`config.mk`:
```
export PLATFORM = sky130hd
export DESIGN_NAME = pomc_top
export DESIGN_NICKNAME = d
export VERILOG_FILES = /design/src/rtl/pomc_port.v /design/src/rtl/pomc_top.v
export VERILOG_INCLUDE_DIRS = /design/src /design/src/inc
export SDC_FILE = /design/constraint.sdc
export NUM_CORES = 1
export LEC_CHECK = 0
export ABC_AREA = 1
export ABC_CLOCK_PERIOD_IN_PS = 3900
export BUFFER_PORTS_ARGS = -buffer_cell sky130_fd_sc_hd__buf_2
export CORE_AREA = 3 3 214 216
export CTS_BUF_LIST = sky130_fd_sc_hd__clkbuf_8
export DETAILED_ROUTE_END_ITERATION = 10
export DIE_AREA = 0 0 217 219
export PLACE_DENSITY = 0.63
export SYNTH_ARGS = -nofsm -noshare
export SYNTH_HDL_FRONTEND = slang
export SYNTH_SLANG_ARGS = --single-unit
```
`constraint.sdc`:
```
create_clock -name clk_sys -period 3.9 [get_ports clk_sys]
set_clock_uncertainty 0.15 [all_clocks]
set_input_delay 0 -clock clk_sys [delete_from_list [all_inputs] [get_ports clk_sys]]
set_output_delay 0 -clock clk_sys [all_outputs]
set_load 0.005 [all_outputs]
```
`src/inc/pomc_defs.vh`:
```
// Constants for the PHY operating mode configuration block.
`ifndef POMC_DEFS_VH
`define POMC_DEFS_VH

`define POMC_AW        12
`define POMC_A_GIF     12'h000
`define POMC_A_CMD     12'h004
`define POMC_A_BCAST   12'h008
`define POMC_A_PSEL    12'h00C
`define POMC_A_CTRL    12'h010
`define POMC_A_MODE    12'h014
`define POMC_A_MACX    12'h018
`define POMC_A_EXTST   12'h01C
`define POMC_A_CSTAT   12'h020

`define POMC_GIF_HI    15
`define POMC_GIF_LO    14
`define POMC_GIF_SGMII 2'h0
`define POMC_GIF_QSG   2'h1

`define POMC_CMD_MAC   16'h80F0
`define POMC_CMD_QMAC  16'h80E0
`define POMC_CMD_X     8'hC1
`define POMC_CMD_FX    8'hD1
`define POMC_CMD_GO    15
`define POMC_CMD_MHI   11
`define POMC_CMD_MLO   8

`define POMC_CTL_RST   15
`define POMC_CTL_ANEG  12
`define POMC_MD_MACX   12
`define POMC_MD_PREF   11
`define POMC_MD_AMS    10
`define POMC_MD_MHI    10
`define POMC_MD_MLO    8
`define POMC_MED_CU    3'h1
`define POMC_MED_X     3'h2
`define POMC_MED_FX    3'h3
`define POMC_MX_CL37   7
`define POMC_ST_HI     7
`define POMC_ST_LO     6

`define POMC_SEL_NONE  2'h0
`define POMC_SEL_CU    2'h1
`define POMC_SEL_SER   2'h2

`define POMC_CTL_RSTV  16'h1000
`define POMC_MODE_RSTV 16'h0000
`define POMC_MACX_RSTV 16'h0000
`define POMC_GIF_RSTV  16'h0000

`endif

```
`src/rtl/pomc_port.v`:
```
// One port's control, pending and active mode, and media selection.
`timescale 1ns/1ps
`include "pomc_defs.vh"

module pomc_port #(
  parameter [1:0] PORT_ID = 2'h0
) (
  // Clock and reset
  input  wire        clk_sys,
  input  wire        rstn,
  // Register writes
  input  wire        wr_ctrl,
  input  wire        wr_mode,
  input  wire        wr_macx,
  input  wire [15:0] wdata,
  // Device context
  input  wire        qsgmii,
  input  wire        sig_det,
  input  wire        cu_link,
  // State
  output reg  [15:0] ctrl_r,
  output reg  [15:0] act_r,
  output reg  [15:0] macx_r,
  output reg  [1:0]  media_sel_r,
  output reg  [1:0]  mac_lane_r,
  output reg         aneg_on_r,
  output reg         only_1000_r
);

  reg  [15:0] pend_r;
  reg  [1:0]  media_sel_nxt;
  wire [2:0]  med;
  wire        fx_alone;

  assign med      = act_r[`POMC_MD_MHI:`POMC_MD_MLO];
  assign fx_alone = (med == `POMC_MED_FX) && !act_r[`POMC_MD_AMS];

  //////////////////////////////////////////////////////////////////////////////

  always @(posedge clk_sys or negedge rstn) begin
    if (!rstn) begin
      ctrl_r <= `POMC_CTL_RSTV;
      pend_r <= `POMC_MODE_RSTV;
      act_r  <= `POMC_MODE_RSTV;
      macx_r <= `POMC_MACX_RSTV;
    end else begin
      if (wr_mode) begin
        pend_r <= wdata;
      end
      if (wr_ctrl) begin
        // The reset bit clears itself so a read never sees it stuck.
        ctrl_r <= wdata & ~(16'h0001 << `POMC_CTL_RST);
        if (wdata[`POMC_CTL_RST]) begin
          act_r <= pend_r;
        end
      end
      if (wr_macx) begin
        macx_r <= wdata;
      end
    end
  end

  //////////////////////////////////////////////////////////////////////////////

  always @* begin
    media_sel_nxt = `POMC_SEL_NONE;
    if (act_r[`POMC_MD_AMS]) begin
      if (act_r[`POMC_MD_PREF]) begin
        media_sel_nxt = sig_det ? `POMC_SEL_SER : (cu_link ? `POMC_SEL_CU : `POMC_SEL_NONE);
      end else begin
        media_sel_nxt = cu_link ? `POMC_SEL_CU : (sig_det ? `POMC_SEL_SER : `POMC_SEL_NONE);
      end
    end else begin
      media_sel_nxt = (med != 3'h0) ? `POMC_SEL_SER : `POMC_SEL_CU;
    end
  end

  always @(posedge clk_sys or negedge rstn) begin
    if (!rstn) begin
      media_sel_r <= `POMC_SEL_NONE;
      mac_lane_r  <= 2'h0;
      aneg_on_r   <= 1'b0;
      only_1000_r <= 1'b0;
    end else begin
      media_sel_r <= media_sel_nxt;
      mac_lane_r  <= qsgmii ? 2'h0 : PORT_ID;
      aneg_on_r   <= ctrl_r[`POMC_CTL_ANEG] && !fx_alone;
      only_1000_r <= act_r[`POMC_MD_MACX];
    end
  end

endmodule

```
`src/rtl/pomc_top.v`:
```
// APB register bank selecting MAC, media and sensing modes of a quad PHY.
//
// Local design decisions: the APB interface to the registers and the register offsets.
`timescale 1ns/1ps
`include "pomc_defs.vh"

module pomc_top #(
  parameter NPORT = 4
) (
  // Clock and reset
  input  wire                clk_sys,
  input  wire                rstn,
  // APB slave
  input  wire                psel,
  input  wire                penable,
  input  wire                pwrite,
  input  wire [31:0]         paddr,
  input  wire [31:0]         pwdata,
  output reg  [31:0]         prdata,
  output reg                 pready,
  output reg                 pslverr,
  // Media detection per port
  input  wire [NPORT-1:0]    serdes_sig_det,
  input  wire [NPORT-1:0]    cu_link_up,
  // Global configuration
  output reg  [1:0]          mac_if_mode,
  output reg                 mac_serdes_sgmii_x,
  output reg                 mac_serdes_qsgmii,
  output reg  [NPORT-1:0]    media_x_mask,
  output reg  [NPORT-1:0]    media_fx_mask,
  // Per-port active configuration
  output wire [NPORT-1:0]    port_mac_1000x,
  output wire [3*NPORT-1:0]  port_media_mode,
  output wire [NPORT-1:0]    port_auto_media_sensing,
  output wire [NPORT-1:0]    port_aneg_en,
  output wire [NPORT-1:0]    port_cl37_en,
  output wire [NPORT-1:0]    port_speed_1000_only,
  output wire [2*NPORT-1:0]  port_media_sel,
  output wire [2*NPORT-1:0]  port_mac_lane
);

  //////////////////////////////////////////////////////////////////////////////
  // Command decode helper.

  // Returns the port mask of a media setup command whose low byte is tail.
  function [3:0] pomc_cmd_mask;
    input [15:0] c;
    input [7:0]  tail;
    begin
      pomc_cmd_mask = 4'h0;
      if (c[`POMC_CMD_GO] && (c[7:0] == tail)) begin
        pomc_cmd_mask = c[`POMC_CMD_MHI:`POMC_CMD_MLO];
      end
    end
  endfunction

  //////////////////////////////////////////////////////////////////////////////
  // Bus decode.

  wire [`POMC_AW-1:0] addr;
  wire                setup;
  wire                access;
  wire                wr;
  wire                mapped;
  wire                hi_zero;

  assign addr    = paddr[`POMC_AW-1:0];
  assign setup   = psel && !penable;
  assign access  = psel && penable && pready;
  assign wr      = access && pwrite && !pslverr;
  assign hi_zero = (paddr[31:`POMC_AW] == 20'h0_0000);
  assign mapped  = hi_zero && (
                     (addr == `POMC_A_GIF)   || (addr == `POMC_A_CMD)   ||
                     (addr == `POMC_A_BCAST) || (addr == `POMC_A_PSEL)  ||
                     (addr == `POMC_A_CTRL)  || (addr == `POMC_A_MODE)  ||
                     (addr == `POMC_A_MACX)  || (addr == `POMC_A_EXTST) ||
                     (addr == `POMC_A_CSTAT));

  //////////////////////////////////////////////////////////////////////////////
  // Global registers.

  reg  [15:0] gif_r;
  reg  [15:0] cmd_r;
  reg         bcast_r;
  reg  [1:0]  port_sel_r;
  wire [15:0] wd16;
  wire [3:0]  x_mask_nxt;
  wire [3:0]  fx_mask_nxt;

  assign wd16        = pwdata[15:0];
  assign x_mask_nxt  = pomc_cmd_mask(wd16, `POMC_CMD_X);
  assign fx_mask_nxt = pomc_cmd_mask(wd16, `POMC_CMD_FX);

  always @(posedge clk_sys or negedge rstn) begin
    if (!rstn) begin
      gif_r              <= `POMC_GIF_RSTV;
      cmd_r              <= 16'h0000;
      bcast_r            <= 1'b0;
      port_sel_r         <= 2'h0;
      mac_if_mode        <= `POMC_GIF_SGMII;
      mac_serdes_sgmii_x <= 1'b0;
      mac_serdes_qsgmii  <= 1'b0;
      media_x_mask       <= {NPORT{1'b0}};
      media_fx_mask      <= {NPORT{1'b0}};
    end else begin
      if (wr && (addr == `POMC_A_GIF)) begin
        gif_r       <= wd16;
        mac_if_mode <= wd16[`POMC_GIF_HI:`POMC_GIF_LO];
      end
      if (wr && (addr == `POMC_A_CMD)) begin
        // The command runs in its write cycle, so the go bit reads back clear.
        cmd_r <= wd16 & ~(16'h0001 << `POMC_CMD_GO);
        if (wd16 == `POMC_CMD_MAC) begin
          mac_serdes_sgmii_x <= 1'b1;
          mac_serdes_qsgmii  <= 1'b0;
        end
        if (wd16 == `POMC_CMD_QMAC) begin
          mac_serdes_sgmii_x <= 1'b0;
          mac_serdes_qsgmii  <= 1'b1;
        end
        if (x_mask_nxt != 4'h0) begin
          media_x_mask  <= x_mask_nxt[NPORT-1:0];
          media_fx_mask <= media_fx_mask & ~x_mask_nxt[NPORT-1:0];
        end
        if (fx_mask_nxt != 4'h0) begin
          media_fx_mask <= fx_mask_nxt[NPORT-1:0];
          media_x_mask  <= media_x_mask & ~fx_mask_nxt[NPORT-1:0];
        end
      end
      if (wr && (addr == `POMC_A_BCAST)) begin
        bcast_r <= pwdata[0];
      end
      if (wr && (addr == `POMC_A_PSEL)) begin
        port_sel_r <= pwdata[1:0];
      end
    end
  end

  //////////////////////////////////////////////////////////////////////////////
  // Ports.

  wire [16*NPORT-1:0] ctrl_v;
  wire [16*NPORT-1:0] act_v;
  wire [16*NPORT-1:0] macx_v;
  wire [NPORT-1:0]    port_hit;
  wire                qsg;

  assign qsg = (mac_if_mode == `POMC_GIF_QSG);

  genvar g;
  generate
    for (g = 0; g < NPORT; g = g + 1) begin : gp
      localparam [31:0] GW  = g;
      localparam [1:0]  PID = GW[1:0];
      assign port_hit[g] = bcast_r || (port_sel_r == PID);

      pomc_port #(
        .PORT_ID (PID)
      ) u_port (
        .clk_sys     (clk_sys),
        .rstn        (rstn),
        .wr_ctrl     (wr && port_hit[g] && (addr == `POMC_A_CTRL)),
        .wr_mode     (wr && port_hit[g] && (addr == `POMC_A_MODE)),
        .wr_macx     (wr && port_hit[g] && (addr == `POMC_A_MACX)),
        .wdata       (wd16),
        .qsgmii      (qsg),
        .sig_det     (serdes_sig_det[g]),
        .cu_link     (cu_link_up[g]),
        .ctrl_r      (ctrl_v[16*g+15:16*g]),
        .act_r       (act_v[16*g+15:16*g]),
        .macx_r      (macx_v[16*g+15:16*g]),
        .media_sel_r (port_media_sel[2*g+1:2*g]),
        .mac_lane_r  (port_mac_lane[2*g+1:2*g]),
        .aneg_on_r   (port_aneg_en[g]),
        .only_1000_r (port_speed_1000_only[g])
      );

      assign port_mac_1000x[g]          = act_v[16*g+`POMC_MD_MACX];
      assign port_media_mode[3*g+2:3*g] = act_v[16*g+`POMC_MD_MHI:16*g+`POMC_MD_MLO];
      assign port_auto_media_sensing[g] = act_v[16*g+`POMC_MD_AMS];
      assign port_cl37_en[g]            = macx_v[16*g+`POMC_MX_CL37];
    end
  endgenerate

  //////////////////////////////////////////////////////////////////////////////
  // Read data.

  reg  [31:0] rd_nxt;
  reg  [15:0] sel_ctrl;
  reg  [15:0] sel_act;
  reg  [15:0] sel_macx;
  reg  [1:0]  sel_med;
  integer     i;

  always @* begin
    sel_ctrl = 16'h0000;
    sel_act  = 16'h0000;
    sel_macx = 16'h0000;
    sel_med  = 2'h0;
    for (i = 0; i < NPORT; i = i + 1) begin
      if (port_sel_r == i[1:0]) begin
        sel_ctrl = ctrl_v[16*i +: 16];
        sel_act  = act_v[16*i +: 16];
        sel_macx = macx_v[16*i +: 16];
        sel_med  = port_media_sel[2*i +: 2];
      end
    end
  end

  always @* begin
    rd_nxt = 32'h0000_0000;
    case (addr)
      `POMC_A_GIF: begin
        rd_nxt[15:0] = gif_r;
      end
      `POMC_A_CMD: begin
        rd_nxt[15:0] = cmd_r;
      end
      `POMC_A_BCAST: begin
        rd_nxt[0] = bcast_r;
      end
      `POMC_A_PSEL: begin
        rd_nxt[1:0] = port_sel_r;
      end
      `POMC_A_CTRL: begin
        rd_nxt[15:0] = sel_ctrl;
      end
      `POMC_A_MODE: begin
        rd_nxt[15:0] = sel_act;
      end
      `POMC_A_MACX: begin
        rd_nxt[15:0] = sel_macx;
      end
      `POMC_A_EXTST: begin
        rd_nxt[`POMC_ST_HI:`POMC_ST_LO] = sel_med;
      end
      `POMC_A_CSTAT: begin
        rd_nxt[NPORT-1:0]       = media_x_mask;
        rd_nxt[NPORT+3:4]       = media_fx_mask;
        rd_nxt[8]               = mac_serdes_sgmii_x;
        rd_nxt[9]               = mac_serdes_qsgmii;
      end
      default: begin
        rd_nxt = 32'h0000_0000;
      end
    endcase
    if (!hi_zero) begin
      rd_nxt = 32'h0000_0000;
    end
  end

  //////////////////////////////////////////////////////////////////////////////
  // APB answer.

  // Zero wait states: the answer is prepared in the setup cycle, so pready
  // and prdata are flops and the access phase always ends after one cycle.
  always @(posedge clk_sys or negedge rstn) begin
    if (!rstn) begin
      pready  <= 1'b0;
      pslverr <= 1'b0;
      prdata  <= 32'h0000_0000;
    end else begin
      if (setup) begin
        pready  <= 1'b1;
        pslverr <= !mapped;
        prdata  <= (!pwrite && mapped) ? rd_nxt : 32'h0000_0000;
      end else begin
        pready  <= 1'b0;
        pslverr <= 1'b0;
        prdata  <= 32'h0000_0000;
      end
    end
  end

endmodule

```
==> flow_metrics.py <==
metrics = {
    "status": {
        "outcome": "complete, no violations",
    },
    "sta": {
        "fmax_ghz": 0.2708,
        "setup_ws_ns": 0.2073,
        "setup_tns_ns": 0,
        "slew_viol_final": 0,
        "min_period_over_period_pct": 94.69,
        "setup_repair_after_global_routing_missed_its_margin": "no",
        "timing.final.crit_period_ns": 3.693,
        "worst_margin_pin_slew_ns": 0.9576,
        "timing.final.hold_violations": 0,
        "final-setup-viol-count": 0,
        "hold_slack_ns": 0.02443,
        "slew_headroom_pct": 36.09,
    },
    "route": {
        "drtAntennaViolNets": 0,
        "via_density_per_instance": 5.042,
        "wire_length_after_detailed_routing_microns": 49830,
        "drt_first_iter_violations": 1413,
        "drc": 0,
        "via_count": 13530,
        "dr.pass1.iters": 6,
        "wire_per_inst_microns": 18.57,
    },
    "clock_network": {
        "numClockSinks": 331,
        "path_clk_slew_ns": 0.06,
        "clock_tree.htree_level_count": 2,
        "cts_root_buf": "clkbuf_8",
        "clkLatencyLatePin_ns": 0.61,
        "cts-root-to-sink-buffers": 3,
        "cts_tree": "done",
        "tritoncts.num_buffers": 53,
    },
    "grt": {
        "grt_pass1_vias": 12760,
        "initial_antenna_violation_count": 1,
        "track_usage_pct": 20.82,
        "maximum_number_of_pins_on_one_net_before_global_route_repair": 82,
        "grt_pass1_wl_microns": 76550,
        "grt.overflow.total": 0,
    },
    "yosys": {
        "synth.yosys.seq_area_share_pct": 53.88,
        "yosysWarnings": 0,
        "post_syn_instances": 1888,
        "synth.avg_cell_area_sq_um": 8.147,
        "synth_edf_count": 0,
        "post_synth_instance_area_sq_um": 15380,
        "synth.distinct_cells": 38,
        "postSynth.asyncResetShare_pct": 100.0,
        "synth_flop_cell": "dfrtp_1",
        "yosys_register_bits": 331,
    },
    "worst_setup_path": {
        "timing.critical_path.arrival_ns": 3.99,
        "timing.critical_path.required_ns": 4.20,
        "critical-path-max-stage-delay_ns": 0.83,
        "crit_path_cell_trace": "dlygate4sd3_1 > buf_2 > inv_1 > nand2_1 > dlygate4sd3_1 > nor2_1 > dlygate4sd3_1 > nand3_2 > nor2_2 > inv_2 > nand2_1 > o21ai_0",
        "worstRegToRegCells": 9,
        "largest_fanout_on_the_critical_path": 28,
        "cpMaxStageDelayCell": "nor2_2",
        "timing.critical_path.mode_cell": "dlygate4sd3_1",
        "worst-setup-path-type": "input pin to flip-flop",
        "critPathLaunchType": "input pin",
        "crit_path_end_kind": "flip-flop",
    },
    "cells_and_area": {
        "sequential_cell_area_sq_um": 8288,
        "layout-area-overhead-vs-synth_pct": 18.28,
        "final_area_sq_um": 18190,
        "fillCellCount": 4427,
        "layout.cells.most_common": "nand2_1",
        "design.final.nets": 2130,
        "layout.cells.most_common_list": "587 x nand2_1, 327 x dfrtp_1, 237 x o21ai_0",
        "drive_above_1_share_pct": 15.31,
        "multi_input_combinational_cell_area_sq_um": 5828,
    },
    "hold_path": {
        "worstHoldPathCells": 8,
        "holdCritPathClass": "input pin to flip-flop",
    },
    "power": {
        "power.share.combinational_pct": 4.2,
        "power_leakage_nw": 9.060,
        "power_switching_mw": 1.608,
        "cellInternalPower_mw": 5.131,
        "ir_drop_mv": 0.1937,
        "power.sequential.fraction_pct": 51.0,
        "power_per_cell_area_nw_per_um2": 370.4,
        "switching_share_pct": 23.86,
        "clock_power_share_pct": 44.8,
    },
    "die": {
        "core_area_sq_um": 44120,
        "rows": 77,
        "die-area_sq_um": 47520,
        "io_pins": 171,
        "start_util_pct": 34.86,
        "dieHeight_microns": 219,
        "fp.dieW_microns": 217,
    },
    "placement": {
        "post-dp-hpwl_microns": 32630,
        "dp_worst_slack_ns": 0.9491,
        "buffer_ports.inserted": 134,
        "routabilityCongestion": 0.9278,
        "place_area_sq_um": 16240,
    },
    "flow_run": {
        "max_cap_violations": 0,
    },
}
==> critical path: cells and delay by family <==
family	cells	cell delay, ns
and+or+nand+nor	5	1.50
AOI/OAI and AO/OA	1	0.10
buffers and inverters	6	2.39
==> cell type report <==
cell class | count | area share (%)
Antenna cell | 1 | 0.01375
Clock buffer | 68 | 5.144
Clock inverter | 24 | 0.7015
Inverter | 114 | 2.386
Multi-Input combinational cell | 1300 | 32.03
Sequential cell | 331 | 45.55
Tap cell | 592 | 4.071
Timing Repair Buffer | 253 | 10.10
==> final timing paths <==
kind	endpoint	from	slack, ns
setup / recovery	gp[3].u_port.ctrl_r[7]	paddr[5]	0.21
hold / removal	prdata[4]	paddr[7]	0.02
setup reg to reg	cmd_r[6]	pready	0.76
hold reg to reg	gp[2].u_port.only_1000_r	gp[2].u_port.act_r[12]	0.28
max in group asynchronous	gp[3].u_port.ctrl_r[12]	rstn	2.35
min in group asynchronous	gp[3].u_port.act_r[0]	rstn	0.39
==> timing repair <==
action / in CTS / in global routing
gates resized for setup: 0 / 1
buffers inserted: 0 / 4
endpoints found under the setup margin: 0 / 8
hold buffers: 80 / 4
hold endpoints to repair: 372 / 4
==> sequential cells by signal, indices dropped and copies added (netlist names), 2 cells and up <==
register and flops:
gp.u_port.aneg_on_r 4, cmd_r 15, gp.u_port.only_1000_r 4, prdata 16, gp.u_port.macx_r 64, gp.u_port.ctrl_r 60, port_sel_r 2, gp.u_port.act_r 64
media_fx_mask 4, gif_r 14, gp.u_port.media_sel_r 8, mac_if_mode 2, gp.u_port.pend_r 64, media_x_mask 4
==> cell families after synthesis <==
logic type             count (synthesis)  share of synthesized area [%]
muxes                                  1                        0.07320
and+or+nand+nor                      964                          26.63
AOI/OAI and AO/OA                    315                          10.65
other                                  1                        0.02438
DFF                                  331                          53.88
buffers and inverters                276                          8.744
==> power by group through the flow <==
stage,logic [mW],clock network (mW),registers (mW)
3_5_place_dp,0.242,0,3.50
5_1_grt,0.313,3.21,3.43
3_3_place_gp,0.239,0,3.50
6_report,0.285,3.02,3.44
4_1_cts,0.284,3.05,3.44
2_1_floorplan,0.0865,0,3.50
==> layer usage <==
metal  up-vias  part of all wire [%]  wire length, microns  GRT usage, %
met5         -                     0                     0             0
li1       6336                     -                     -             -
met2       584                    46                 22890         33.11
met1      6515                    42                 20750         28.08
met4         0                   4.2                  2077         8.828
met3        94                   8.3                  4118         3.780
==> synthesized netlist by cell type (5+ instances only) <==
master    number  area [sq um]
nand2_2        8         50.05
inv_1        104         390.4
buf_2         32         160.2
a21oi_1        6         30.03
or2_2         23         143.9
nand4_1       14         87.58
o21ai_0      237          1186
inv_2          8         30.03
nor2_4         6         67.56
nand2_1      587          2203
nor2_2         5         31.28
buf_4         62         465.5
nor2_1       135         506.7
o21ai_1       47         235.2
nand3_1      165         825.8
o211ai_1      12         90.09
dfrtp_1      327          8183
clkbuf_1      64         240.2
nor3_1        10         50.05
==> through the flow <==
stage / cells / power, mW / utilization, %
final: 2683 / 6.739 / 41.23
after global routing: 2682 / 6.958 / 41.23
after CTS: 2675 / 6.769 / 41.08
after detailed placement: 2503 / 3.742 / 36.81
after global placement: 2503 / 3.738 / 36.81
after floorplan: 1907 / 3.587 / -
(Power assumes the default switching activity.)
